### config.mk
export PLATFORM = sky130hd
export DESIGN_NAME = fsim_monitor
export DESIGN_NICKNAME = d
export VERILOG_FILES = /design/src/pkg/fsim_pkg.sv /design/src/rtl/fsim_interval_timer.sv /design/src/rtl/fsim_monitor.sv
export SDC_FILE = /design/constraint.sdc
export NUM_CORES = 1
export LEC_CHECK = 0
export BUFFER_PORTS_ARGS = -buffer_cell sky130_fd_sc_hd__buf_2
export CELL_PAD_IN_SITES_DETAIL_PLACEMENT = 0
export CELL_PAD_IN_SITES_GLOBAL_PLACEMENT = 1
export CORE_ASPECT_RATIO = 2
export CORE_MARGIN = 4
export CORE_UTILIZATION = 38
export CTS_CLUSTER_DIAMETER = 200
export CTS_CLUSTER_SIZE = 12
export DETAILED_ROUTE_END_ITERATION = 10
export PLACE_DENSITY_LB_ADDON = 0.1
export SLEW_MARGIN = 15
export SYNTH_ARGS = -nofsm -noshare
export SYNTH_HDL_FRONTEND = slang
export SYNTH_SLANG_ARGS = --single-unit
### constraint.sdc
create_clock -name sys_clk_in -period 2.35 [get_ports sys_clk_in]
set_input_delay 0.235 -clock sys_clk_in [delete_from_list [all_inputs] [get_ports sys_clk_in]]
set_output_delay 0.235 -clock sys_clk_in [all_outputs]
set_load 0.05 [all_outputs]
### src/pkg/fsim_pkg.sv
/*
  constants and types for the fault, power-good and interrupt monitor:
  sub-addresses, field positions, reset values, write masks, time figures.
  assumes a 100 MHz system clock and a 1 us internal time base tick.
*/
package fsim_pkg;

  // register sub-addresses on the serial command port
  localparam logic [7:0] ADDR_WARN_CTRL  = 8'h00;  // uv/ot warning control
  localparam logic [7:0] ADDR_PG_LATCHED = 8'h01;  // latched power-good status
  localparam logic [7:0] ADDR_PG_LIVE    = 8'h02;  // live power-good status
  localparam logic [7:0] ADDR_PG_MASK    = 8'h03;  // power-good mask
  localparam logic [7:0] ADDR_IRQ_STATUS = 8'h04;  // interrupt status
  localparam logic [7:0] ADDR_IRQ_MASK   = 8'h05;  // interrupt mask
  localparam logic [7:0] ADDR_IRQ_CLEAR  = 8'h06;  // interrupt clear command
  localparam logic [7:0] ADDR_HARD_RESET = 8'h07;  // hard reset command

  // warning control fields
  localparam int unsigned UV_SEL_LSB = 2;  // falling uv warning level, bits 4:2
  localparam int unsigned UV_SEL_W   = 3;
  localparam int unsigned OT_SEL_LSB = 0;  // ot warning offset, bits 1:0
  localparam int unsigned OT_SEL_W   = 2;

  // interrupt status bit positions
  localparam int unsigned IRQ_HARD_RESET_COMMAND_BIT    = 1;
  localparam int unsigned IRQ_PG_TMO_BIT  = 2;
  localparam int unsigned IRQ_UV_WARN_BIT = 3;
  localparam int unsigned IRQ_UV_STBY_BIT = 4;
  localparam int unsigned IRQ_OT_WARN_BIT = 5;
  localparam int unsigned IRQ_OT_STBY_BIT = 6;

  // regulator count and used power-good bits (bit 4 unused)
  localparam int unsigned NUM_REG      = 8;
  localparam logic [7:0]  PG_USED_MASK = 8'hef;

  // reset values and writable bits
  localparam logic [7:0] WARN_CTRL_RST  = 8'h00;
  localparam logic [7:0] WARN_CTRL_WMSK = 8'hff;
  localparam logic [7:0] PG_MASK_RST    = 8'hef;
  localparam logic [7:0] PG_MASK_WMSK   = 8'hef;
  localparam logic [7:0] IRQ_MASK_RST   = 8'h00;
  localparam logic [7:0] IRQ_MASK_WMSK  = 8'h7c;
  localparam logic [7:0] IRQ_STATUS_RST = 8'h00;
  localparam logic [7:0] IRQ_PIN_BITS   = 8'h7e;  // bits that may pull the pin
  localparam logic [7:0] READ_UNMAPPED  = 8'h00;

  // time base
  localparam int unsigned CLK_NS   = 10;
  localparam int unsigned TICK_NS  = 1000;
  localparam int unsigned TICK_CYC = (TICK_NS + CLK_NS - 1) / CLK_NS;

  // intervals in their printed units, then in ticks
  localparam int unsigned FILTER_US  = 50;
  localparam int unsigned PERSIST_MS = 20;
  localparam int unsigned HOLD_MS    = 1;
  localparam int unsigned STARTUP_S  = 5;
  localparam int unsigned STANDBY_S  = 1;
  localparam int unsigned HARD_RESET_COMMAND_S     = 1;
  localparam int unsigned FILTER_TICKS  = FILTER_US * 1000 / (TICK_NS / 1);
  localparam int unsigned PERSIST_TICKS = PERSIST_MS * 1000000 / TICK_NS;
  localparam int unsigned HOLD_TICKS    = HOLD_MS * 1000000 / TICK_NS;
  localparam int unsigned STARTUP_TICKS = STARTUP_S * 1000000 / (TICK_NS / 1000);
  localparam int unsigned STANDBY_TICKS = STANDBY_S * 1000000 / (TICK_NS / 1000);
  localparam int unsigned HARD_RESET_COMMAND_TICKS    = HARD_RESET_COMMAND_S * 1000000 / (TICK_NS / 1000);
  localparam int unsigned CNT_W         = 32;

  // operating state controller
  typedef enum logic [1:0] {
    ST_POR,
    ST_ON,
    ST_STANDBY,
    ST_HARD_RESET_COMMAND_WAIT
  } fsim_state_type;

endpackage

### src/rtl/fsim_interval_timer.sv
/*
  interval timer: reports that a condition has held for LIMIT ticks.
  assumes tick_in is a one-cycle enable on the same clock as clk_in and
  cond_in is already synchronous to that clock.
*/
`timescale 1ns/10ps
module fsim_interval_timer
  import fsim_pkg::*;
#(
  parameter int unsigned LIMIT = 50
) (
  // clock and reset
  input  wire logic clk_in,
  input  wire logic arst_n_in,
  // time base and watched condition
  input  wire logic tick_in,
  input  wire logic cond_in,
  // condition has lasted the full interval
  output logic      expired_out
);

  logic [CNT_W-1:0] cnt_q;  // ticks counted while condition holds

  // count while condition holds, restart when it goes away
  always_ff @(posedge clk_in or negedge arst_n_in) begin
    if (!arst_n_in) begin
      cnt_q <= '0;
    end else if (!cond_in) begin
      cnt_q <= '0;
    end else if (tick_in && (cnt_q < CNT_W'(LIMIT))) begin
      cnt_q <= cnt_q + {{(CNT_W-1){1'b0}}, 1'b1};
    end
  end

  // registered expiry flag
  always_ff @(posedge clk_in or negedge arst_n_in) begin
    if (!arst_n_in) begin
      expired_out <= 1'b0;
    end else begin
      expired_out <= cond_in && (cnt_q >= CNT_W'(LIMIT));
    end
  end

endmodule

### src/rtl/fsim_monitor.sv
/*
  fault detection, power-good and interrupt reporting for a multi-rail
  power manager: supply undervoltage, die overtemperature, regulator
  output-low filtering, open-drain power-good, latched interrupt pin,
  status and mask registers and the operating state controller.
  assumes comparator and regulator levels arrive asynchronously, and the
  register port is driven by a serial command engine on sys_clk_in.
*/
`timescale 1ns/10ps
module fsim_monitor
  import fsim_pkg::*;
#(
  parameter int unsigned FILTER_LIM  = FILTER_TICKS,   // output-low filter
  parameter int unsigned PERSIST_LIM = PERSIST_TICKS,  // persistence timeout
  parameter int unsigned HOLD_LIM    = HOLD_TICKS,     // hold after recovery
  parameter int unsigned STARTUP_LIM = STARTUP_TICKS,  // rising supply timeout
  parameter int unsigned STANDBY_LIM = STANDBY_TICKS,  // standby interval
  parameter int unsigned HARD_RESET_COMMAND_LIM    = HARD_RESET_COMMAND_TICKS      // hard reset wait
) (
  // clock and reset
  input  wire logic                 sys_clk_in,
  input  wire logic                 arst_n_in,
  // register port from the serial command engine
  input  wire logic [7:0]           reg_addr_in,
  input  wire logic                 reg_wr_in,
  input  wire logic [7:0]           reg_wdata_in,
  input  wire logic                 reg_rd_in,
  input  wire logic                 reg_cmd_in,
  output logic      [7:0]           reg_rdata_out,
  // regulator levels, asynchronous
  input  wire logic [NUM_REG-1:0]   reg_enabled_in,
  input  wire logic [NUM_REG-1:0]   reg_out_low_in,
  input  wire logic [NUM_REG-1:0]   reg_out_good_in,
  // supply and temperature comparators, asynchronous
  input  wire logic                 supply_undervoltage_in,
  input  wire logic                 supply_rise_ok_in,
  input  wire logic                 supply_uv_warn_in,
  input  wire logic                 die_overtemperature_in,
  input  wire logic                 die_ot_recovered_in,
  input  wire logic                 die_ot_warn_in,
  input  wire logic                 master_power_on_input_in,
  // comparator level selects
  output logic      [UV_SEL_W-1:0]  uv_warn_sel_out,
  output logic      [OT_SEL_W-1:0]  ot_warn_sel_out,
  // open-drain power-good pin
  output logic                      power_good_output_o_out,
  output logic                      power_good_output_oe_out,
  // active-low interrupt pin
  output logic                      irq_n_out,
  // state controller results
  output fsim_state_type            state_out,
  output logic                      enables_inhibit_out,
  output logic                      keepalive_clear_out,
  output logic                      cmd_defaults_out
);

  localparam int unsigned RAW_W = 3 * NUM_REG + 7;  // synchronised input bits

  // input synchronisers
  logic [RAW_W-1:0]   sync1_q;  // first stage, read only by second
  logic [RAW_W-1:0]   sync2_q;  // usable levels
  logic [NUM_REG-1:0] en_s;     // regulator enabled
  logic [NUM_REG-1:0] low_s;    // output below lower level
  logic [NUM_REG-1:0] good_s;   // output above upper level
  logic               uv_s;     // supply undervoltage fault
  logic               rise_s;   // supply above rising level
  logic               uvw_s;    // supply warning level crossed
  logic               ot_s;     // overtemperature trip
  logic               cool_s;   // below recovery temperature
  logic               otw_s;    // overtemperature warning
  logic               pwr_s;    // master power-on

  // two-stage synchroniser for all asynchronous levels
  always_ff @(posedge sys_clk_in or negedge arst_n_in) begin
    if (!arst_n_in) begin
      sync1_q <= '0;
      sync2_q <= '0;
    end else begin
      sync1_q <= {reg_enabled_in, reg_out_low_in, reg_out_good_in,
                  supply_undervoltage_in, supply_rise_ok_in, supply_uv_warn_in,
                  die_overtemperature_in, die_ot_recovered_in, die_ot_warn_in,
                  master_power_on_input_in};
      sync2_q <= sync1_q;
    end
  end

  assign {en_s, low_s, good_s, uv_s, rise_s, uvw_s, ot_s, cool_s, otw_s, pwr_s}
    = sync2_q;

  // time base divider
  logic [CNT_W-1:0] div_q;   // cycles within a tick
  logic             tick_q;  // one-cycle 1 us enable

  // single time base for every interval
  always_ff @(posedge sys_clk_in or negedge arst_n_in) begin
    if (!arst_n_in) begin
      div_q  <= '0;
      tick_q <= 1'b0;
    end else if (div_q == CNT_W'(TICK_CYC - 1)) begin
      div_q  <= '0;
      tick_q <= 1'b1;
    end else begin
      div_q  <= div_q + {{(CNT_W-1){1'b0}}, 1'b1};
      tick_q <= 1'b0;
    end
  end

  // command registers
  logic [7:0] ctrl_q;     // warning control
  logic [7:0] pg_mask_q;  // power-good mask
  logic [7:0] irq_mask_q; // interrupt mask
  logic       wr_hit;     // write strobe for command decode
  logic       clr_hit;    // any access to interrupt clear
  logic       hard_reset_command_hit;   // write or command access to hard reset, reads ignored

  assign wr_hit   = reg_wr_in;
  assign clr_hit  = (reg_wr_in || reg_rd_in || reg_cmd_in)
                    && (reg_addr_in == ADDR_IRQ_CLEAR);
  assign hard_reset_command_hit = (reg_wr_in || reg_cmd_in) && (reg_addr_in == ADDR_HARD_RESET);

  // command register writes, hard reset restores defaults
  always_ff @(posedge sys_clk_in or negedge arst_n_in) begin
    if (!arst_n_in) begin
      ctrl_q     <= WARN_CTRL_RST;
      pg_mask_q  <= PG_MASK_RST;
      irq_mask_q <= IRQ_MASK_RST;
    end else if (hard_reset_command_hit) begin
      ctrl_q     <= WARN_CTRL_RST;
      pg_mask_q  <= PG_MASK_RST;
      irq_mask_q <= IRQ_MASK_RST;
    end else if (wr_hit) begin
      unique case (reg_addr_in)
        ADDR_WARN_CTRL: begin
          ctrl_q <= (reg_wdata_in & WARN_CTRL_WMSK) | (ctrl_q & ~WARN_CTRL_WMSK);
        end
        ADDR_PG_MASK: begin
          // unused bit keeps its value
          pg_mask_q <= (reg_wdata_in & PG_MASK_WMSK) | (pg_mask_q & ~PG_MASK_WMSK);
        end
        ADDR_IRQ_MASK: begin
          irq_mask_q <= (reg_wdata_in & IRQ_MASK_WMSK)
                        | (irq_mask_q & ~IRQ_MASK_WMSK);
        end
        default: begin
          ctrl_q <= ctrl_q;  // status and command addresses store nothing
        end
      endcase
    end
  end

  // warning level selects straight from the control register
  assign uv_warn_sel_out = ctrl_q[UV_SEL_LSB +: UV_SEL_W];
  assign ot_warn_sel_out = ctrl_q[OT_SEL_LSB +: OT_SEL_W];

  // per-regulator output-low filtering
  logic [NUM_REG-1:0] cond_low;   // enabled and below lower level
  logic [NUM_REG-1:0] filt_exp;   // low past the filter time
  logic [NUM_REG-1:0] pers_exp;   // low past the persistence time
  logic [NUM_REG-1:0] hold_exp;   // recovered for the hold time
  logic [NUM_REG-1:0] held_q;     // reported low, includes hold
  logic [NUM_REG-1:0] live_q;     // live status, 1 good
  logic [NUM_REG-1:0] pers_d1_q;  // persistence history for edge

  assign cond_low = en_s & low_s;

  genvar gi;
  generate
    for (gi = 0; gi < NUM_REG; gi++) begin : g_reg
      if (PG_USED_MASK[gi]) begin : g_used
        // filter short dips
        fsim_interval_timer #(.LIMIT(FILTER_LIM)) u_filter (
          .clk_in      (sys_clk_in),
          .arst_n_in   (arst_n_in),
          .tick_in     (tick_q),
          .cond_in     (cond_low[gi]),
          .expired_out (filt_exp[gi])
        );
        // persistent low condition
        fsim_interval_timer #(.LIMIT(PERSIST_LIM)) u_persist (
          .clk_in      (sys_clk_in),
          .arst_n_in   (arst_n_in),
          .tick_in     (tick_q),
          .cond_in     (cond_low[gi]),
          .expired_out (pers_exp[gi])
        );
        // hold interval after recovery
        fsim_interval_timer #(.LIMIT(HOLD_LIM)) u_hold (
          .clk_in      (sys_clk_in),
          .arst_n_in   (arst_n_in),
          .tick_in     (tick_q),
          .cond_in     (held_q[gi] && !cond_low[gi]),
          .expired_out (hold_exp[gi])
        );

        // latched low report, held until condition gone plus hold time
        always_ff @(posedge sys_clk_in or negedge arst_n_in) begin
          if (!arst_n_in) begin
            held_q[gi] <= 1'b0;
          end else if (filt_exp[gi]) begin
            held_q[gi] <= 1'b1;
          end else if (hold_exp[gi]) begin
            held_q[gi] <= 1'b0;
          end
        end

        // live status follows the condition only
        always_ff @(posedge sys_clk_in or negedge arst_n_in) begin
          if (!arst_n_in) begin
            live_q[gi] <= 1'b1;
          end else begin
            live_q[gi] <= !cond_low[gi];
          end
        end
      end else begin : g_unused
        // unused position reads as zero, never pulls
        assign filt_exp[gi] = 1'b0;
        assign pers_exp[gi] = 1'b0;
        assign hold_exp[gi] = 1'b0;
        assign held_q[gi]   = 1'b0;
        assign live_q[gi]   = 1'b0;
      end
    end
  endgenerate

  // status bytes: 1 good, unused bit 0, mask never applied
  logic [7:0] pg_latched;  // latched power-good status
  logic [7:0] pg_live;     // live power-good status
  assign pg_latched = ~held_q & PG_USED_MASK;
  assign pg_live    = live_q & PG_USED_MASK;

  // power-good pin pull-down decision
  logic pg_pull_d;  // pin must be pulled low
  assign pg_pull_d = (~|(en_s & PG_USED_MASK))
                     || (|(en_s & ~good_s & PG_USED_MASK))
                     || (|(held_q & pg_mask_q & PG_USED_MASK));

  // open-drain pin: output fixed low, enable when pulling
  always_ff @(posedge sys_clk_in or negedge arst_n_in) begin
    if (!arst_n_in) begin
      power_good_output_o_out  <= 1'b0;
      power_good_output_oe_out <= 1'b1;
    end else begin
      power_good_output_o_out  <= 1'b0;
      power_good_output_oe_out <= pg_pull_d;
    end
  end

  // overtemperature fault with recovery hysteresis
  logic ot_fault_q;  // fault stands until cool
  always_ff @(posedge sys_clk_in or negedge arst_n_in) begin
    if (!arst_n_in) begin
      ot_fault_q <= 1'b0;
    end else if (ot_s) begin
      ot_fault_q <= 1'b1;
    end else if (cool_s) begin
      ot_fault_q <= 1'b0;
    end
  end

  // event edge history
  logic uv_d1_q;    // supply fault history
  logic uvw_d1_q;   // supply warning history
  logic ot_d1_q;    // ot fault history
  logic otw_d1_q;   // ot warning history
  logic hard_reset_command_evt;   // hard reset accepted this cycle

  always_ff @(posedge sys_clk_in or negedge arst_n_in) begin
    if (!arst_n_in) begin
      uv_d1_q   <= 1'b0;
      uvw_d1_q  <= 1'b0;
      ot_d1_q   <= 1'b0;
      otw_d1_q  <= 1'b0;
      pers_d1_q <= '0;
    end else begin
      uv_d1_q   <= uv_s;
      uvw_d1_q  <= uvw_s;
      ot_d1_q   <= ot_fault_q;
      otw_d1_q  <= otw_s;
      pers_d1_q <= pers_exp;
    end
  end

  // event set vector in status bit positions
  logic [7:0] irq_set;
  always_comb begin
    irq_set                  = 8'h00;
    irq_set[IRQ_HARD_RESET_COMMAND_BIT]    = hard_reset_command_evt;
    irq_set[IRQ_PG_TMO_BIT]  = |(pers_exp & ~pers_d1_q);
    irq_set[IRQ_UV_WARN_BIT] = uvw_s && !uvw_d1_q;
    irq_set[IRQ_UV_STBY_BIT] = uv_s && !uv_d1_q;
    irq_set[IRQ_OT_WARN_BIT] = otw_s && !otw_d1_q;
    irq_set[IRQ_OT_STBY_BIT] = ot_fault_q && !ot_d1_q;
  end

  // sticky status: mask never stops the set; set wins over clear
  logic [7:0] irq_stat_q;
  always_ff @(posedge sys_clk_in or negedge arst_n_in) begin
    if (!arst_n_in) begin
      irq_stat_q <= IRQ_STATUS_RST;
    end else if (clr_hit) begin
      irq_stat_q <= irq_set;
    end else begin
      irq_stat_q <= irq_stat_q | irq_set;
    end
  end

  // interrupt pin: any unmasked latched event holds it low
  always_ff @(posedge sys_clk_in or negedge arst_n_in) begin
    if (!arst_n_in) begin
      irq_n_out <= 1'b1;
    end else begin
      irq_n_out <= ~|(irq_set_or_stat() & ~irq_mask_q & IRQ_PIN_BITS);
    end
  end

  // latched bits as they stand after this cycle's update
  function automatic logic [7:0] irq_set_or_stat();
    irq_set_or_stat = clr_hit ? irq_set : (irq_stat_q | irq_set);
  endfunction

  // startup timeout on rising supply
  logic rise_seen_q;   // supply has crossed rising level
  logic startup_exp;   // timeout elapsed without rise
  logic inhibit_q;     // enables inhibited by timeout

  fsim_interval_timer #(.LIMIT(STARTUP_LIM)) u_startup (
    .clk_in      (sys_clk_in),
    .arst_n_in   (arst_n_in),
    .tick_in     (tick_q),
    .cond_in     (!rise_seen_q),
    .expired_out (startup_exp)
  );

  always_ff @(posedge sys_clk_in or negedge arst_n_in) begin
    if (!arst_n_in) begin
      rise_seen_q <= 1'b0;
      inhibit_q   <= 1'b0;
    end else begin
      if (rise_s) begin
        rise_seen_q <= 1'b1;
      end
      if (startup_exp && !rise_s) begin
        inhibit_q <= 1'b1;
      end
    end
  end

  // operating state controller
  fsim_state_type   state_q;     // current state
  logic [CNT_W-1:0] st_cnt_q;    // ticks in timed state
  logic             pwr_held_q;  // power-on high throughout standby
  logic             fault;       // any standby-forcing fault

  assign fault    = uv_s || ot_fault_q;
  assign hard_reset_command_evt = hard_reset_command_hit;

  always_ff @(posedge sys_clk_in or negedge arst_n_in) begin
    if (!arst_n_in) begin
      state_q    <= ST_POR;
      st_cnt_q   <= '0;
      pwr_held_q <= 1'b0;
    end else if (hard_reset_command_evt) begin
      state_q    <= ST_HARD_RESET_COMMAND_WAIT;
      st_cnt_q   <= '0;
      pwr_held_q <= 1'b0;
    end else begin
      unique case (state_q)
        ST_POR: begin
          if (pwr_s && !fault && !inhibit_q) begin
            state_q <= ST_ON;
          end
        end
        ST_ON: begin
          if (fault) begin
            state_q    <= ST_STANDBY;
            st_cnt_q   <= '0;
            pwr_held_q <= 1'b1;
          end else if (!pwr_s) begin
            state_q <= ST_POR;
          end
        end
        ST_STANDBY: begin
          if (!pwr_s) begin
            pwr_held_q <= 1'b0;
          end
          if (st_cnt_q >= CNT_W'(STANDBY_LIM)) begin
            st_cnt_q <= '0;
            state_q  <= (pwr_held_q && pwr_s && !fault) ? ST_ON : ST_POR;
          end else if (tick_q) begin
            st_cnt_q <= st_cnt_q + {{(CNT_W-1){1'b0}}, 1'b1};
          end
        end
        ST_HARD_RESET_COMMAND_WAIT: begin
          if (st_cnt_q >= CNT_W'(HARD_RESET_COMMAND_LIM)) begin
            st_cnt_q <= '0;
            state_q  <= ST_POR;
          end else if (tick_q) begin
            st_cnt_q <= st_cnt_q + {{(CNT_W-1){1'b0}}, 1'b1};
          end
        end
      endcase
    end
  end

  // registered controller outputs
  always_ff @(posedge sys_clk_in or negedge arst_n_in) begin
    if (!arst_n_in) begin
      state_out           <= ST_POR;
      enables_inhibit_out <= 1'b0;
      keepalive_clear_out <= 1'b0;
      cmd_defaults_out    <= 1'b0;
    end else begin
      state_out           <= state_q;
      enables_inhibit_out <= inhibit_q;
      keepalive_clear_out <= hard_reset_command_evt || ((state_q == ST_ON) && fault);
      cmd_defaults_out    <= hard_reset_command_evt;
    end
  end

  // register read data, registered
  always_ff @(posedge sys_clk_in or negedge arst_n_in) begin
    if (!arst_n_in) begin
      reg_rdata_out <= READ_UNMAPPED;
    end else if (reg_rd_in) begin
      unique case (reg_addr_in)
        ADDR_WARN_CTRL:  reg_rdata_out <= ctrl_q;
        ADDR_PG_LATCHED: reg_rdata_out <= pg_latched;
        ADDR_PG_LIVE:    reg_rdata_out <= pg_live;
        ADDR_PG_MASK:    reg_rdata_out <= pg_mask_q;
        ADDR_IRQ_STATUS: reg_rdata_out <= irq_stat_q;
        ADDR_IRQ_MASK:   reg_rdata_out <= irq_mask_q;
        default:         reg_rdata_out <= READ_UNMAPPED;
      endcase
    end
  end

endmodule

Word level (Yosys, flattened, before mapping)
Index checks and enable logic that the tools add are counted.
{"block": "totals", "regBits": 931, "input_bits": 52, "wordCells": 410, "latch_bits": 0, "ram_bits": 0, "output_inout_bits": 21, "mem_count": 0, "rom_bits": 0}
{"block": "classes", "n_addsub": 24, "bitwise_logic": 12, "magnitude_cmp": 45, "mux": 90, "reduce_logical": 116, "eq_ne": 39, "n_shift": 0, "multipliers": 0, "div_mod_pow": 0}
{"op": "$mux 32", "count": 49}
{"op": "$add 32x1->32 const B", "count": 24}
{"op": "$ge 32x10->1 const B", "count": 7}
{"op": "$ge 32x15->1 const B", "count": 7}
{"op": "$ge 32x6->1 const B", "count": 7}
{"op": "$lt 32x10->1 const B", "count": 7}
{"op": "$lt 32x15->1 const B", "count": 7}
{"op": "$lt 32x6->1 const B", "count": 7}
{"op": "$mux 8", "count": 10}
{"op": "$pmux 32 s2", "count": 1}
{"op": "$logic_and 1x1->1", "count": 63}
{"op": "$pmux 8 s6", "count": 1}
{"op": "$and 8x8->8", "count": 4}
{"op": "$eq 32x7->1 const B", "count": 1}
{"op": "$eq 8x3->1 const B", "count": 4}
{"op": "$ge 32x20->1 const B", "count": 1}
{"op": "$ge 32x23->1 const B", "count": 1}
{"op": "$lt 32x23->1 const B", "count": 1}
{"op": "$ne 2x1->1 const B", "count": 14}
{"op": "$reduce_bool 2->1", "count": 13}
{"op": "$not 8->8", "count": 3}
{"op": "$mux 1", "count": 21}
{"op": "$reduce_or 7->1", "count": 3}
{"op": "$logic_not 1->1", "count": 17}
{"op": "26 further kinds", "count": 53}

Longest topological paths before layout
{"block": "logic_depth", "word_depth": 8, "ltp_mapped": 9}

Modules after synthesis
From an unflattened synthesis, not the netlist that was laid out.
{"block": "hier_totals", "hier_cells": 3448, "area_unflattened_um2": 39796.9}
{"module": "fsim_interval_timer (g_reg[0].g_used.u_persist ...)", "instances": 7, "seq_area_each_um2": 825.8, "area_per_inst_um2": 1506.4, "cells_per_inst": 143}
{"module": "fsim_interval_timer (g_reg[0].g_used.u_hold ...)", "instances": 7, "seq_area_each_um2": 825.8, "area_per_inst_um2": 1458.9, "cells_per_inst": 121}
{"module": "fsim_interval_timer (g_reg[0].g_used.u_filter ...)", "instances": 7, "seq_area_each_um2": 825.8, "area_per_inst_um2": 1375.1, "cells_per_inst": 107}
{"module": "fsim_monitor", "instances": 1, "seq_area_each_um2": 4849.7, "area_per_inst_um2": 7734.9, "cells_per_inst": 679}
{"module": "fsim_interval_timer (u_startup)", "instances": 1, "seq_area_each_um2": 825.8, "area_per_inst_um2": 1679.1, "cells_per_inst": 172}

Worst setup path after synthesis
OpenSTA, ideal clock, no wires.
{"block": "synth_path", "path_type": "register -> register", "startpoint": "register u_startup.cnt_q[27]", "endpoint": "register u_startup.cnt_q[19]", "slack_ns": 0.181, "stages_incl_launch_ff": 6, "period_less_slack_ns": 2.169, "t_arrival_ns": 2.044, "cell_sequence": "dfrtp_1 or4_4 nor4_4 o2111ai_2 nor3_1 mux2_2"}
{"block": "synth_between", "elab_chain_len": 3}
{"item": "start, declared", "line": "fsim_interval_timer.sv:22", "rtl": "logic [CNT_W-1:0] cnt_q;"}
{"item": "start signal, assigned", "line": "fsim_interval_timer.sv:31", "rtl": "cnt_q <= cnt_q + {{(CNT_W-1){1'b0}}, 1'b1};"}
{"item": "$lt 32x23->1", "line": "fsim_interval_timer.sv:30", "rtl": "end else if (tick_in && (cnt_q < CNT_W'(LIMIT))) begin"}
{"item": "$logic_and 1x1->1", "line": "fsim_interval_timer.sv:30"}
{"item": "$reduce_bool 2->1 (no line)"}
Every way passes these cells.
A chain may end at the register's enable or synchronous reset.

Worst setup path in the final report
{"block": "layout_path", "startpoint": "register sync2_q[29]", "endpoint": "register power_good_output_oe_out"}
{"block": "layout_between", "elab_chain_len": 4}
{"item": "start, declared", "line": "fsim_monitor.sv:61", "rtl": "logic [RAW_W-1:0] sync2_q;"}
{"item": "start signal, assigned", "line": "fsim_monitor.sv:83", "rtl": "sync2_q <= sync1_q;"}
{"item": "$and 8x8->8 / $reduce_or 7->1 (equally long branches)", "line": "fsim_monitor.sv:234, fsim_monitor.sv:233"}
{"item": "$reduce_or 7->1 / $logic_not 1->1 (equally long branches)", "line": "fsim_monitor.sv:234, fsim_monitor.sv:233"}
{"item": "$logic_or 1x1->1 (*)", "line": "fsim_monitor.sv:234", "rtl": "|| (|(en_s & ~good_s & PG_USED_MASK))"}
{"item": "$logic_or 1x1->1 (*)", "line": "fsim_monitor.sv:235", "rtl": "|| (|(held_q & pg_mask_q & PG_USED_MASK));"}
{"item": "named net pg_pull_d", "line": "fsim_monitor.sv:232", "rtl": "logic pg_pull_d;"}
{"item": "end signal, assigned", "line": "fsim_monitor.sv:244", "rtl": "power_good_output_oe_out <= pg_pull_d;"}
{"item": "end, declared", "line": "fsim_monitor.sv:47", "rtl": "output logic power_good_output_oe_out,"}
The timed path passes the listed nets; every way through them passes the cells marked *.

==> results by group <==
Global routing
  – Vias in the first global route: 28,201
  – Initial antenna violation count: 5
  – Gr ovfl total: 0
  – Largest net degree at the start of global routing: 98
  – Tot GR Track Use: 0.172
  – First-pass GRT wire length: 148 mm

Logic synthesis
  – Syn Nets: 3,514
  – #FFs+latches synth: 919
  – Asr flop ratio synth: 1.00
  – Syn Area/Cell: 11.0 um2
  – Synth Flop Type: dfrtp_1
  – Synth top area share: 0.600
  – Seq/Total Area, Yosys: 0.611
  – EDFF count, synth: 0
  – Largest area contributor in the netlist: dfrtp_1
  – Ys Warns: 0
  – Largest cells by area after synthesis: dfrtp_1, and3_1, nand2_1
  – Synthesized area: 0.0376 mm2
  – Post-Syn Instances: 3,415
  – Yosys cell types: 73

Timing
  – Setup violators final: 1
  – RSZ-0062 raised after global routing: true
  – Peak Freq: 422 MHz
  – Tcrit/Tclk final: 1.01
  – Min cycle time layout: 2370 ps
  – Post-Route Skew: 22.0 ps
  – Hold WS: 129 ps
  – Final hold vios: 0
  – Final slew viol count: 0
  – Worst Slack Setup Final: -19.2 ps
  – Slew @ Worst Pin: 962 ps
  – Slew margin rel.: 0.342

Die
  – CORE AREA: 0.0985 mm2
  – Die W: 231 um
  – Row cnt: 163
  – Ports: 73
  – Die area: 0.104 mm2
  – Initial Util: 0.382
  – Die Y: 453 um

Power and ir drop
  – Int Power: 23.3 mW
  – Clock power share: 0.421
  – Logic pwr share: 0.049
  – Final Total Pwr: 30.3 mW
  – Sw power: 7.00 mW
  – Peak supply drop: 0.521 mV
  – Flop pwr share: 0.530
  – Switching power share of the total: 0.231
  – Pwr Density: 703 mW/mm2
  – Leak Pwr: 21.2 nW

Critical path
  – CP startpoint kind: register
  – R2R setup slack: -20 ps
  – Critical path class: reg2reg
  – Critical Path Sink Type: register
  – CP Max Fanout: 4
  – Critical Path AT: 2940 ps
  – Required @ worst endpoint: 2920 ps

Placement
  – # port buffers: 68
  – Post-placement cell area: 0.0402 mm2
  – Final Wtd Congestion: 0.800
  – DP Worst Slack: -47.5 ps
  – DP Wirelength: 60.5 mm

Routing
  – Routed WL: 88.9 mm
  – Vias: 26,663
  – Routed vias/inst: 5.40
  – DR iter-0 viols: 1,523
  – Drt wl/cell: 18.0 um
  – DRC viols: 0
  – First-pass DRT Iterations: 5
  – Post-DRT Antenna Nets: 0

Finish
  – Layout area overhead: 14.3%
  – Layout cells sized above 1: 0.103
  – Commonest cells after routing, fill and taps aside: dfrtp_1, and3_1, nand2_1, nor2_1, a21oi_1
  – Filler cell count in the final layout: 9,236
  – Commonest non-fill, non-tap cell in the layout: dfrtp_1
  – Design Area, Final: 0.0430 mm2
  – Nets: 3,674

Clocking
  – Clock latency on the worst-skew pair: 670 ps
  – CTS tree: built
  – CTS root buf: clkbuf_16
  – Clock tree buffer depth: 3
  – Max H-tree Level: 3
  – CTS Sinks: 919
  – Num CTS Buffers: 86
  – Worst-path clk slew: 70 ps

Hold path
  – Worst Hold Class: in2reg

Run status
  – Run status: finished, violations left
  – Failing checks: negative setup slack

Flow run
  – Max cap viols: 0
per-stage QoR:
step / TNS, ps / std cells / util
after global placement: 0 / 4766 / 0.408
after CTS: 0 / 4933 / 0.436
after detailed placement: -181 / 4766 / 0.408
after floorplan: 0 / 3415 / -
final: -19.2 / 4938 / 0.437
after global routing: -23.1 / 4937 / 0.437
sequential cells by signal, indices dropped and copies added (netlist names), 8 cells and up:
signal	flops
ctrl_q	8
st_cnt_q	32
reg_rdata_out	8
g.g_used.u_hold.cnt_q	224
sync1_q	28
g.g_used.u_persist.cnt_q	224
u_startup.cnt_q	32
g.g_used.u_filter.cnt_q	224
div_q	32
sync2_q	28
power groups by stage:
stage	registers (mW)	logic [mW]	clock network (mW)
after global routing	16.0	1.66	13.9
after floorplan	16.4	0.566	0
final	16.0	1.48	12.7
after CTS	16.0	1.52	13.3
after detailed placement	16.3	1.46	0
after global placement	16.3	1.42	0
worst max-delay path: stages, from the launching register on:
cell	delay (ps)
dfrtp_1	580
nor2b_1	240
a2111oi_0	840
nand3_1	140
a21oi_1	320
nand3_1	150
cell type report:
class	count	area, um2	share of cell area
Clock inverter	5	42.5	0.000988
Timing Repair Buffer	247	1980	0.0460
Multi-Input combinational cell	2230	13600	0.317
Inverter	91	342	0.00794
Antenna cell	3	7.51	0.000174
Tap cell	1320	1650	0.0384
Sequential cell	919	23000	0.535
Clock buffer	123	2350	0.0547
kinds of logic after synthesis:
| kind of cell | synth area share |
|---|---|
| AND/OR/NAND/NOR | 0.229 |
| flip-flops | 0.611 |
| AO/OA/AOI/OAI | 0.0850 |
| buffers and inverters | 0.0276 |
| XOR/XNOR | 0.0165 |
| multiplexers | 0.0146 |
| adder cells (fa/ha/maj) | 0.0156 |
| other | 0.0000996 |
final timing paths:
check | startpoint | end | depth (start not counted)
worst min register to register | sync1_q[30]$_DFF_PN0_ | sync2_q[30]$_DFF_PN0_ | 0
min in group asynchronous | arst_n_in | g_reg[5].g_used.u_persist.cnt_q[13]$_DFFE_PN0P_ | 2
worst max register to register | sync2_q[29]$_DFF_PN0_ | power_good_output_oe_out$_DFF_PN1_ | 5
worst min-delay path | reg_addr_in[6] | reg_rdata_out[3]$_DFFE_PN0P_ | 4
worst max-delay path | sync2_q[29]$_DFF_PN0_ | power_good_output_oe_out$_DFF_PN1_ | 5
max in group asynchronous | arst_n_in | g_reg[0].g_used.u_persist.cnt_q[5]$_DFFE_PN0P_ | 3
cells in the mapped netlist (all sizes together) (4+ instances only):
library cell and instances:
or4 38, nor4 141, nand3 93, a41o 13
dfstp 16, o21bai 5, a211oi 20, nand2 237
a41oi 16, o22ai 6, xnor2 62, o211ai 12
mux4 4, o21ai 114, inv 87, a2111oi 10
a21oi 152, and2 27, mux2 6, a31oi 27
or3 76, ha 47, o31a 10, and4 18
o21a 11, nor2 227, a2111o 9, nor3 71
nand2b 15, nand4 77, a31o 17, mux2i 39
o31ai 30, clkinv 4, clkbuf 152, o2111ai 4
a21o 11, xor2 9, and3 507, a22oi 6
buf 23, dfrtp 903, nor2b 34
metal layers:
layer	vias up	global-route usage	share of wire
met5	-	0	0.00015
met2	377	0.312	0.52
met3	132	0.0249	0.035
met4	2	0.0614	0.027
met1	13535	0.208	0.42
li1	12617	-	-
what timing repair did:
action,in CTS,in global routing
hold buffers,39,0
endpoints found under the hold margin,230,0
pin swaps,0,3
cloned,0,0
setup buffers,0,2
setup endpoints to repair,5,40
gates resized for setup,1,7
Power figures use the tool's default switching activity.
